--- config.mk ---
export PLATFORM = sky130hd
export DESIGN_NAME = dmacc_top
export DESIGN_NICKNAME = d
export VERILOG_FILES = /design/src/rtl/dmacc_pkg.sv /design/src/rtl/dmacc_top.sv /design/src/rtl/dmacc_chan_ctl.sv /design/src/rtl/dmacc_req_gate.sv
export SDC_FILE = /design/constraint.sdc
export NUM_CORES = 1
export LEC_CHECK = 0
export CAP_MARGIN = 20
export CORE_MARGIN = 2
export CORE_UTILIZATION = 55
export DETAILED_ROUTE_END_ITERATION = 10
export DONT_BUFFER_PORTS = 1
export PLACE_DENSITY = 0.69
export SYNTH_ARGS = -nofsm -noshare
export SYNTH_HDL_FRONTEND = slang
export SYNTH_SLANG_ARGS = --single-unit
--- constraint.sdc ---
create_clock -name MCLK_IN -period 3.35 [get_ports MCLK_IN]
set_input_delay 0 -clock MCLK_IN [delete_from_list [all_inputs] [get_ports MCLK_IN]]
set_output_delay 0 -clock MCLK_IN [all_outputs]
set_load 0.02 [all_outputs]
--- src/rtl/dmacc_pkg.sv ---
// package: register map, field layout and types of the dma channel config
`default_nettype none
package dmacc_pkg;
  localparam int unsigned NUM_CH     = 2;
  localparam int unsigned REQ_LINES  = 16;
  localparam int unsigned SEL_W      = 4;
  // register offsets, byte addresses
  localparam logic [11:0] CFG0_OFS   = 12'h110;
  localparam logic [11:0] CFG1_OFS   = 12'h130;
  localparam logic [11:0] ENBL_OFS   = 12'h01c;
  localparam logic [11:0] IDENT0_OFS = 12'hfe0;
  localparam logic [11:0] IDENT1_OFS = 12'hfe4;
  localparam logic [11:0] IDENT2_OFS = 12'hfe8;
  localparam logic [11:0] IDENT3_OFS = 12'hfec;
  // channel config field positions
  localparam int unsigned HALT_BIT   = 18;
  localparam int unsigned ACTIVE_BIT = 17;
  localparam int unsigned LOCK_BIT   = 16;
  localparam int unsigned TCM_BIT    = 15;
  localparam int unsigned ERRM_BIT   = 14;
  localparam int unsigned FLOW_LSB   = 11;
  localparam int unsigned DST_LSB    = 6;
  localparam int unsigned SRC_LSB    = 1;
  localparam int unsigned ENABLE_BIT = 0;
  // bits software may store; reserved and status bits excluded
  localparam logic [31:0] CFG_WR_MASK = 32'h0005_fbde;
  localparam logic [31:0] CFG_RST     = 32'h0000_0000;
  // identification field layout in the logical 32-bit value
  localparam int unsigned PART_LSB   = 0;
  localparam int unsigned DSGN_LSB   = 12;
  localparam int unsigned REV_LSB    = 20;
  localparam int unsigned CONF_LSB   = 24;

  // channel enable states
  typedef enum logic [2:0] {
    CH_OFF  = 3'b001,
    CH_ON   = 3'b010,
    CH_STOP = 3'b100
  } dmacc_chst_type;

  // per-channel status from datapath
  typedef struct packed {
    logic fifo_has_data;
    logic xfer_busy;
    logic last_lli_done;
    logic chan_error;
    logic tc_irq_raw;
    logic err_irq_raw;
  } dmacc_stat_type;

  // per-channel control towards datapath
  typedef struct packed {
    logic       enable;
    logic       halt;
    logic       lock;
    logic [2:0] flow;
    logic       src_req;
    logic       dst_req;
    logic       tc_irq;
    logic       err_irq;
    logic       fifo_flush;
  } dmacc_ctl_type;

  // source side is a peripheral for this flow code
  function automatic logic src_is_periph(input logic [2:0] flow);
    src_is_periph = (flow == 3'h2) || (flow == 3'h3) || (flow == 3'h4) ||
                    (flow == 3'h6) || (flow == 3'h7);
  endfunction : src_is_periph

  // destination side is a peripheral for this flow code
  function automatic logic dst_is_periph(input logic [2:0] flow);
    dst_is_periph = (flow == 3'h1) || (flow == 3'h3) || (flow == 3'h4) ||
                    (flow == 3'h5) || (flow == 3'h7);
  endfunction : dst_is_periph
endpackage : dmacc_pkg
`default_nettype wire

--- src/rtl/dmacc_top.sv ---
// module: dma channel configuration registers and identification block
`default_nettype none
////////////////////////////////////////////////////////////////////////////
// Functional notes
// - bits 31:19, 10 and 5 reserved; read as zero, write zero
// - halt bit 18 set makes channel ignore further source requests
// - while halted the fifo still drains to the destination
// - bit 17 read-only, shows fifo holds data; writes ignored
// - lock bit 16 makes channel bus transfers locked
// - bit 15 clear suppresses terminal count interrupt
// - bit 14 clear suppresses error interrupt
// - flow field 13:11 codes 0-3 are controller-paced transfer types
// - codes 4-7 are paced by destination, peripheral or source
// - destination select 9:6 picks request line, ignored for memory
// - source select 4:1 picks request line, ignored for memory
// - select fields hold binary line index, not a one-hot mask
// - bit 0 reads enable state; writing one enables channel
// - enable state also readable in enabled channels register
// - clearing enable finishes current transfer, then drops fifo data
// - channel disables itself on last list item or on error
// - four read-only 8-bit ident registers at 0xfe0 to 0xfec
// - ident bits: part 11:0, designer 19:12, configuration 31:24
// - ident bits 23:20 are revision, starting at zero
// - ident registers hard-wired; only low 8 bits defined
// - channel config registers at 0x110 and 0x130
// - config registers change only by software writes
module dmacc_top
  import dmacc_pkg::*;
#(
  parameter logic [11:0] PART_CODE   = 12'h5a3, // arbitrary value
  parameter logic [7:0]  DESIGNER    = 8'h6c,   // arbitrary value
  parameter logic [3:0]  REVISION    = 4'h3,    // arbitrary value
  parameter logic [7:0]  CONFIG_OPT  = 8'h02    // arbitrary value
)
(
  input  wire logic                         MCLK_IN,
  input  wire logic                         RESETN_IN,
  input  wire logic                         WB_CYC_IN,
  input  wire logic                         WB_STB_IN,
  input  wire logic                         WB_WE_IN,
  input  wire logic [11:0]                  WB_ADR_IN,
  input  wire logic [3:0]                   WB_SEL_IN,
  input  wire logic [31:0]                  WB_DAT_IN,
  output logic      [31:0]                  WB_DAT_OUT,
  output logic                              WB_ACK_OUT,
  input  wire logic [REQ_LINES-1:0]         DMA_REQ_IN,
  input  wire dmacc_stat_type [NUM_CH-1:0]  CH_STAT_IN,
  output dmacc_ctl_type       [NUM_CH-1:0]  CH_CTL_OUT
);

  ////////////////////////////////////////////////////////////////////////////
  // decode helpers

  // config register offset of a channel
  function automatic logic [11:0] cfg_ofs(input int unsigned ch);
    cfg_ofs = (ch == 0) ? CFG0_OFS : CFG1_OFS;
  endfunction : cfg_ofs

  // byte-lane mask from wishbone select
  function automatic logic [31:0] lane_mask(input logic [3:0] sel);
    lane_mask = {{8{sel[3]}}, {8{sel[2]}}, {8{sel[1]}}, {8{sel[0]}}};
  endfunction : lane_mask

  ////////////////////////////////////////////////////////////////////////////
  // declarations

  localparam logic [31:0] IDENT_VAL = {CONFIG_OPT, REVISION,
                                       DESIGNER, PART_CODE};

  logic                   ack_r;
  logic [31:0]            dat_r;
  logic [31:0]            rd_nxt;
  logic                   req_new;
  logic                   wr_go;
  logic [31:0]            wr_mask;
  logic [31:0]            cfg_r      [NUM_CH];
  logic [NUM_CH-1:0]      chan_on;
  logic [NUM_CH-1:0]      sw_set;
  logic [NUM_CH-1:0]      sw_clr;
  logic [NUM_CH-1:0]      cfg_hit;
  logic [NUM_CH-1:0]      src_req;
  logic [NUM_CH-1:0]      dst_req;
  logic [NUM_CH-1:0]      flush;
  logic [NUM_CH-1:0]      tc_irq_r;
  logic [NUM_CH-1:0]      err_irq_r;
  logic [NUM_CH-1:0]      lock_r;

  ////////////////////////////////////////////////////////////////////////////
  // wishbone slave handshake

  // a new request is one not yet answered
  assign req_new = WB_CYC_IN && WB_STB_IN && !ack_r;
  assign wr_go   = req_new && WB_WE_IN;
  // only storable bits in enabled lanes
  assign wr_mask = lane_mask(WB_SEL_IN) & CFG_WR_MASK;

  // ack one cycle after the request, dropped the cycle after
  always_ff @(posedge MCLK_IN or negedge RESETN_IN) begin
    if (!RESETN_IN) ack_r <= 1'b0;
    else ack_r <= req_new;
  end

  // read data captured with the ack
  always_ff @(posedge MCLK_IN or negedge RESETN_IN) begin
    if (!RESETN_IN) dat_r <= 32'h0000_0000;
    else if (req_new && !WB_WE_IN) dat_r <= rd_nxt;
  end

  assign WB_ACK_OUT = ack_r;
  assign WB_DAT_OUT = dat_r;

  ////////////////////////////////////////////////////////////////////////////
  // read multiplexer

  // reserved bits and unmapped offsets read as zero
  always_comb begin
    rd_nxt = 32'h0000_0000;
    for (int unsigned c = 0; c < NUM_CH; c++) begin
      if (WB_ADR_IN == cfg_ofs(c)) begin
        rd_nxt = cfg_r[c] & CFG_WR_MASK;
        rd_nxt[ACTIVE_BIT] = CH_STAT_IN[c].fifo_has_data;
        rd_nxt[ENABLE_BIT] = chan_on[c];
      end
    end
    unique case (WB_ADR_IN)
      ENBL_OFS:   rd_nxt = {{(32-NUM_CH){1'b0}}, chan_on};
      IDENT0_OFS: rd_nxt = {24'h00_0000, IDENT_VAL[7:0]};
      IDENT1_OFS: rd_nxt = {24'h00_0000, IDENT_VAL[15:8]};
      IDENT2_OFS: rd_nxt = {24'h00_0000, IDENT_VAL[23:16]};
      IDENT3_OFS: rd_nxt = {24'h00_0000, IDENT_VAL[31:24]};
      default: begin
      end
    endcase
  end

  ////////////////////////////////////////////////////////////////////////////
  // per-channel registers and control

  for (genvar i = 0; i < NUM_CH; i++) begin : g_ch
    assign cfg_hit[i] = (WB_ADR_IN == cfg_ofs(i));

    // config storage written only by software; list loads never touch it
    always_ff @(posedge MCLK_IN or negedge RESETN_IN) begin
      if (!RESETN_IN) begin
        cfg_r[i] <= CFG_RST;
      end else if (wr_go && cfg_hit[i]) begin
        cfg_r[i] <= (cfg_r[i] & ~wr_mask) | (WB_DAT_IN & wr_mask);
      end
    end

    // enable bit writes become set and clear commands
    assign sw_set[i] = wr_go && cfg_hit[i] && WB_SEL_IN[0] &&
                       WB_DAT_IN[ENABLE_BIT];
    assign sw_clr[i] = wr_go && cfg_hit[i] && WB_SEL_IN[0] &&
                       !WB_DAT_IN[ENABLE_BIT];

    // enable state machine
    dmacc_chan_ctl u_ctl (
      .clk_in       (MCLK_IN),
      .rst_n_in     (RESETN_IN),
      .sw_set_in    (sw_set[i]),
      .sw_clr_in    (sw_clr[i]),
      .xfer_busy_in (CH_STAT_IN[i].xfer_busy),
      .last_lli_in  (CH_STAT_IN[i].last_lli_done),
      .error_in     (CH_STAT_IN[i].chan_error),
      .enabled_out  (chan_on[i]),
      .flush_out    (flush[i])
    );

    // request line selection and halt gating
    dmacc_req_gate u_gate (
      .clk_in       (MCLK_IN),
      .rst_n_in     (RESETN_IN),
      .req_lines_in (DMA_REQ_IN),
      .enable_in    (chan_on[i]),
      .halt_in      (cfg_r[i][HALT_BIT]),
      .flow_in      (cfg_r[i][FLOW_LSB +: 3]),
      .src_sel_in   (cfg_r[i][SRC_LSB +: SEL_W]),
      .dst_sel_in   (cfg_r[i][DST_LSB +: SEL_W]),
      .src_req_out  (src_req[i]),
      .dst_req_out  (dst_req[i])
    );

    // interrupt masking, registered
    always_ff @(posedge MCLK_IN or negedge RESETN_IN) begin
      if (!RESETN_IN) begin
        tc_irq_r[i]  <= 1'b0;
        err_irq_r[i] <= 1'b0;
      end else begin
        tc_irq_r[i]  <= CH_STAT_IN[i].tc_irq_raw && cfg_r[i][TCM_BIT];
        err_irq_r[i] <= CH_STAT_IN[i].err_irq_raw && cfg_r[i][ERRM_BIT];
      end
    end

    // locked transfers only while the channel runs
    always_ff @(posedge MCLK_IN or negedge RESETN_IN) begin
      if (!RESETN_IN) lock_r[i] <= 1'b0;
      else lock_r[i] <= cfg_r[i][LOCK_BIT] && chan_on[i];
    end

    // control bundle towards the datapath
    assign CH_CTL_OUT[i].enable     = chan_on[i];
    assign CH_CTL_OUT[i].halt       = cfg_r[i][HALT_BIT];
    assign CH_CTL_OUT[i].lock       = lock_r[i];
    assign CH_CTL_OUT[i].flow       = cfg_r[i][FLOW_LSB +: 3];
    assign CH_CTL_OUT[i].src_req    = src_req[i];
    assign CH_CTL_OUT[i].dst_req    = dst_req[i];
    assign CH_CTL_OUT[i].tc_irq     = tc_irq_r[i];
    assign CH_CTL_OUT[i].err_irq    = err_irq_r[i];
    assign CH_CTL_OUT[i].fifo_flush = flush[i];

    a_tc_mask_gate: assert property (
      @(posedge MCLK_IN) disable iff (!RESETN_IN)
      !cfg_r[i][TCM_BIT] |=> !CH_CTL_OUT[i].tc_irq)
      else $error("terminal count interrupt passed while masked");
    a_err_mask_gate: assert property (
      @(posedge MCLK_IN) disable iff (!RESETN_IN)
      (CH_STAT_IN[i].err_irq_raw && cfg_r[i][ERRM_BIT])
        |=> CH_CTL_OUT[i].err_irq)
      else $error("unmasked error interrupt not passed");
    a_lock_follows_cfg: assert property (
      @(posedge MCLK_IN) disable iff (!RESETN_IN)
      (cfg_r[i][LOCK_BIT] && chan_on[i]) |=> CH_CTL_OUT[i].lock)
      else $error("lock not asserted for locked channel");
    a_active_reads_fifo: assert property (
      @(posedge MCLK_IN) disable iff (!RESETN_IN)
      (req_new && !WB_WE_IN && cfg_hit[i])
        |=> WB_DAT_OUT[ACTIVE_BIT] == $past(CH_STAT_IN[i].fifo_has_data))
      else $error("active bit does not show fifo state");
    a_cfg_reserved_zero: assert property (
      @(posedge MCLK_IN) disable iff (!RESETN_IN)
      (req_new && !WB_WE_IN && cfg_hit[i])
        |=> (WB_DAT_OUT[31:19] == 13'h0000) && !WB_DAT_OUT[10] &&
            !WB_DAT_OUT[5])
      else $error("reserved config bits read nonzero");
    a_enable_read_back: assert property (
      @(posedge MCLK_IN) disable iff (!RESETN_IN)
      (req_new && !WB_WE_IN && cfg_hit[i])
        |=> WB_DAT_OUT[ENABLE_BIT] == $past(chan_on[i]))
      else $error("enable bit read differs from channel state");
    a_cfg_sw_only: assert property (
      @(posedge MCLK_IN) disable iff (!RESETN_IN)
      !(wr_go && cfg_hit[i]) |=> $stable(cfg_r[i]))
      else $error("config changed without a software write");
  end : g_ch

  ////////////////////////////////////////////////////////////////////////////
  // bus and identification checks

  a_ack_one_cycle: assert property (
    @(posedge MCLK_IN) disable iff (!RESETN_IN)
    req_new |=> WB_ACK_OUT ##1 !WB_ACK_OUT)
    else $error("ack not a single cycle after request");
  a_enbl_mirror_read: assert property (
    @(posedge MCLK_IN) disable iff (!RESETN_IN)
    (req_new && !WB_WE_IN && WB_ADR_IN == ENBL_OFS)
      |=> WB_DAT_OUT[NUM_CH-1:0] == $past(chan_on))
    else $error("enabled channels register differs from state");
  a_ident_byte_read: assert property (
    @(posedge MCLK_IN) disable iff (!RESETN_IN)
    (req_new && !WB_WE_IN && WB_ADR_IN == IDENT2_OFS)
      |=> WB_DAT_OUT == {24'h00_0000, REVISION, DESIGNER[7:4]})
    else $error("ident byte two read wrong value");
  a_ident_part_read: assert property (
    @(posedge MCLK_IN) disable iff (!RESETN_IN)
    (req_new && !WB_WE_IN && WB_ADR_IN == IDENT0_OFS)
      |=> WB_DAT_OUT == {24'h00_0000, PART_CODE[7:0]})
    else $error("ident byte zero read wrong value");
endmodule : dmacc_top
`default_nettype wire

--- src/rtl/dmacc_chan_ctl.sv ---
// module: channel enable state machine with clean disable
`default_nettype none
module dmacc_chan_ctl
  import dmacc_pkg::*;
(
  input  wire logic clk_in,
  input  wire logic rst_n_in,
  input  wire logic sw_set_in,
  input  wire logic sw_clr_in,
  input  wire logic xfer_busy_in,
  input  wire logic last_lli_in,
  input  wire logic error_in,
  output logic      enabled_out,
  output logic      flush_out
);
  dmacc_chst_type st_r;
  dmacc_chst_type st_nxt;
  logic           flush_r;

  // next state
  always_comb begin
    st_nxt = st_r;
    unique case (st_r)
      CH_OFF: begin
        if (sw_set_in) st_nxt = CH_ON;
      end
      CH_ON: begin
        if (last_lli_in || error_in) st_nxt = CH_OFF;
        else if (sw_clr_in) st_nxt = CH_STOP;
      end
      CH_STOP: begin
        if (last_lli_in || error_in || !xfer_busy_in) st_nxt = CH_OFF;
      end
    endcase
  end

  // state register
  always_ff @(posedge clk_in or negedge rst_n_in) begin
    if (!rst_n_in) st_r <= CH_OFF;
    else st_r <= st_nxt;
  end

  // fifo discard pulse when a software stop completes
  always_ff @(posedge clk_in or negedge rst_n_in) begin
    if (!rst_n_in) flush_r <= 1'b0;
    else flush_r <= (st_r == CH_STOP) && (st_nxt == CH_OFF);
  end

  assign enabled_out = (st_r != CH_OFF);
  assign flush_out   = flush_r;

  a_stop_waits_xfer: assert property (
    @(posedge clk_in) disable iff (!rst_n_in)
    (st_r == CH_STOP && xfer_busy_in && !last_lli_in && !error_in)
      |=> enabled_out && !flush_out)
    else $error("channel stopped while a transfer was in progress");
  a_auto_clear_off: assert property (
    @(posedge clk_in) disable iff (!rst_n_in)
    (last_lli_in || error_in) |=> !enabled_out)
    else $error("channel still enabled after last item or error");
endmodule : dmacc_chan_ctl
`default_nettype wire

--- src/rtl/dmacc_req_gate.sv ---
// module: per-channel selection and gating of dma request lines
`default_nettype none
module dmacc_req_gate
  import dmacc_pkg::*;
(
  input  wire logic                 clk_in,
  input  wire logic                 rst_n_in,
  input  wire logic [REQ_LINES-1:0] req_lines_in,
  input  wire logic                 enable_in,
  input  wire logic                 halt_in,
  input  wire logic [2:0]           flow_in,
  input  wire logic [SEL_W-1:0]     src_sel_in,
  input  wire logic [SEL_W-1:0]     dst_sel_in,
  output logic                      src_req_out,
  output logic                      dst_req_out
);
  logic src_req_r;
  logic dst_req_r;

  // select fields are binary line indexes
  always_ff @(posedge clk_in or negedge rst_n_in) begin
    if (!rst_n_in) begin
      src_req_r <= 1'b0;
      dst_req_r <= 1'b0;
    end else begin
      src_req_r <= enable_in && !halt_in && src_is_periph(flow_in) &&
                   req_lines_in[src_sel_in];
      dst_req_r <= enable_in && dst_is_periph(flow_in) &&
                   req_lines_in[dst_sel_in];
    end
  end

  assign src_req_out = src_req_r;
  assign dst_req_out = dst_req_r;

  a_halt_blocks_src: assert property (
    @(posedge clk_in) disable iff (!rst_n_in)
    halt_in |=> !src_req_out)
    else $error("source request passed while halted");
  a_mem_src_ignored: assert property (
    @(posedge clk_in) disable iff (!rst_n_in)
    !src_is_periph(flow_in) |=> !src_req_out)
    else $error("source request passed for memory source");
  a_mem_dst_ignored: assert property (
    @(posedge clk_in) disable iff (!rst_n_in)
    !dst_is_periph(flow_in) |=> !dst_req_out)
    else $error("destination request passed for memory destination");
  a_drain_while_halt: assert property (
    @(posedge clk_in) disable iff (!rst_n_in)
    (enable_in && halt_in && dst_is_periph(flow_in) &&
     req_lines_in[dst_sel_in]) |=> dst_req_out)
    else $error("destination not served while halted");
endmodule : dmacc_req_gate
`default_nettype wire

==> results.yml <==
logic_synthesis:
  synth_edf_count: 0
  ys_warn_count: 0
  synth.most_common_cell: "dfrtp_1"
  async_flop_share: 1.000
  synth_cells: 345
  synth-seq-cells: 67
  synth_largest_area_cell: "dfrtp_1"
  ys_types: 49
  syn_area_sq_um: 3790
  avgSynthCellArea_sq_um: 10.99
  synth_ff_type: "dfrtp_1"
  netlist_top_cells_count: "dfrtp_1, nand2_1, buf_4, mux2_2, o21ai_0"
  yosysSeqAreaShare: 0.4431
  synthTopCellsByArea: "dfrtp_1, mux4_2, mux2_2"
  synth_top_area_share: 0.4292
worst_setup_path:
  worstSetupPathType: "reg -> reg"
  cp_max_fo: 9
  worst_ep_required_time_ns: 3.57
  critPathArrivalTime_ns: 3.03
  crit_path_end_kind: "flip-flop"
  start_kind: "flip-flop"
cts:
  clock-sinks: 67
  clockBufferDepth: 2
  cts_made_buffers: 9
  postCtsSetupRepairBufs: 0
  clockRootBuffer: "clkbuf_8"
  clkTransAtPathRegs_ns: 0.08
  cts_hold_buf: 44
  cts_resized: 0
  htree_levels: 3
  cts_tree: "done"
  clkLatencyLatePin_ns: 0.34
global_route:
  overflow: 0
  antenna_found_initial: 0
  grt_max_degree: 68
  grt.total_usage: 0.2382
  grt_pass1_wl_mm: 13.54
  grt_pass1_vias: 2642
sta:
  finalSetupViolCount: 0
  finalMaxSlewViolations: 0
  tightest_slew_ns: 1.064
  finalCriticalPeriod_ns: 2.804
  period_share: 0.8370
  max_freq_mhz: 356.6
  finalSetupTns_ns: 0
  rsz0062_at_grt: "no"
  fin_ws_ns: 0.5461
  hold_ws_ns: 0.007583
  fin_skew_ns: 0.01164
  hold_viol: 0
  slew_headroom: 0.2882
final_layout:
  antenna_cells: 0
  layout-drive-gt1-share: 0.2108
  fin_util: 0.6358
  syn_to_final_growth_pct: 12.71
  layout.nets: 446
  fill_cells: 550
power:
  p_int_mw: 1.158
  pwr-share-seq: 0.524
  combPwrFrac: 0.091
  powerDensity_nw_per_um2: 370.1
  switchingPower_uw: 423.5
  switching_share: 0.2679
  p_clk_frac: 0.385
  max-vdd-ir-drop_uv: 187.9
  p_leak_nw: 1.915
placement:
  place_ws_ns: 1.275
  dp_hpwl_mm: 5.888
  place.gp.congestion: 0.8255
  io_buffers: 0
detailed_routing:
  first_pass_iters: 4
  via_per_inst: 5.887
  drt_wl_total_mm: 8.517
  post_drt_wl_per_cell_um: 18.93
  drc: 0
  vias: 2649
  drtIter0Drc: 105
  antenna_left: 0
hold_path:
  min_path_type: "in -> reg"
run_status:
  outcome: "completed"
die:
  initial_core_util: 0.5641
  ios: 136
  dieHeight_um: 87.01
  fp.dieArea_sq_um: 7571
  core_area_sq_um: 6719
  core.rowCount: 30
  die_x_um: 87.01
job:
  drv_cap: 0
critical path, cell delays in order, from the launching register on:
cell and delay [ns]:
dfstp_2 0.61, or3b_2 0.63, nand2b_1 0.13, o21ai_0 0.08
nand3_1 0.08, dlygate4sd3_1 0.56, a21oi_1 0.06, dlygate4sd3_1 0.55
area by class of cell:
class,instances,area (sq um),area share
timing repair buffer,44,457.9,0.1072
clock buffer,9,123.9,0.02900
sequential,67,1679,0.3931
multi-input combinational,236,1832,0.4288
inverter,7,26.28,0.006151
tap,80,100.1,0.02343
clock inverter,7,52.55,0.01230
logic make-up after synthesis:
family,Yosys count,share of synthesized area
buf+inv,55,0.08650
compound gates,50,0.07693
xor+xnor,1,0.002311
other cells,1,0.0009895
mux,62,0.2321
simple gates,109,0.1581
flops,67,0.4431
worst paths after layout:
check,from,end,slack [ns],depth (start not counted)
worst max-delay path,g_ch[1].u_ctl.st_r[0],WB_DAT_OUT[1],0.55,7
worst min-delay path,CH_STAT_IN[9],g_ch[1].u_ctl.flush_out,0.008,3
worst max register to register,g_ch[1].u_ctl.st_r[0],WB_DAT_OUT[1],0.55,7
worst min register to register,flip-flop,CH_CTL_OUT[19],0.53,1
max in group asynchronous,RESETN_IN,g_ch[0].u_ctl.st_r[0],2.81,2
min in group asynchronous,RESETN_IN,WB_DAT_OUT[6],0.25,2
power groups by stage:
stage                     logic (mW)  clock network [mW]  registers [mW]
final                          0.144               0.608           0.829
after global routing           0.158               0.659           0.830
after detailed placement      0.0739                   0           0.845
after CTS                      0.145               0.625           0.829
after floorplan               0.0872                   0           0.841
after global placement        0.0732                   0           0.845
per-stage QoR:
| stage | area [sq um] | std cells | power (mW) |
|---|---|---|---|
| after floorplan | 3839 | 358 | 0.9286 |
| after global placement | 3637 | 390 | 0.9179 |
| after detailed placement | 3637 | 390 | 0.9187 |
| after CTS | 4272 | 450 | 1.599 |
| after global routing | 4272 | 450 | 1.646 |
| final | 4272 | 450 | 1.581 |
layout by cell type, fill, tap and decap left out, types with 2 or more instances in the layout:
cell	n
nand3_2	2
mux2_2	27
o21ai_0	25
nor4_1	4
a21oi_1	14
nand3b_1	3
inv_1	7
clkbuf_8	9
nor3_1	4
and3_1	2
nor2b_1	3
mux2i_1	17
or2_2	2
clkinv_4	3
conb_1	14
dfstp_2	2
or3b_2	3
nand2_1	38
nand4_1	2
dfrtp_1	65
a211oi_1	3
clkinv_2	2
and2_1	6
nor3b_1	3
or4_1	2
mux4_2	18
dlygate4sd3_1	43
nand3_1	5
nor2_1	18
nand2b_1	3
routing by layer:
metal  share of wire  global-route usage
met1            0.42              0.3184
met2            0.49              0.3699
met3           0.073             0.06445
met4           0.015             0.09659
met5               0                   0
Note: power is estimated with default switching activity, not from simulation.
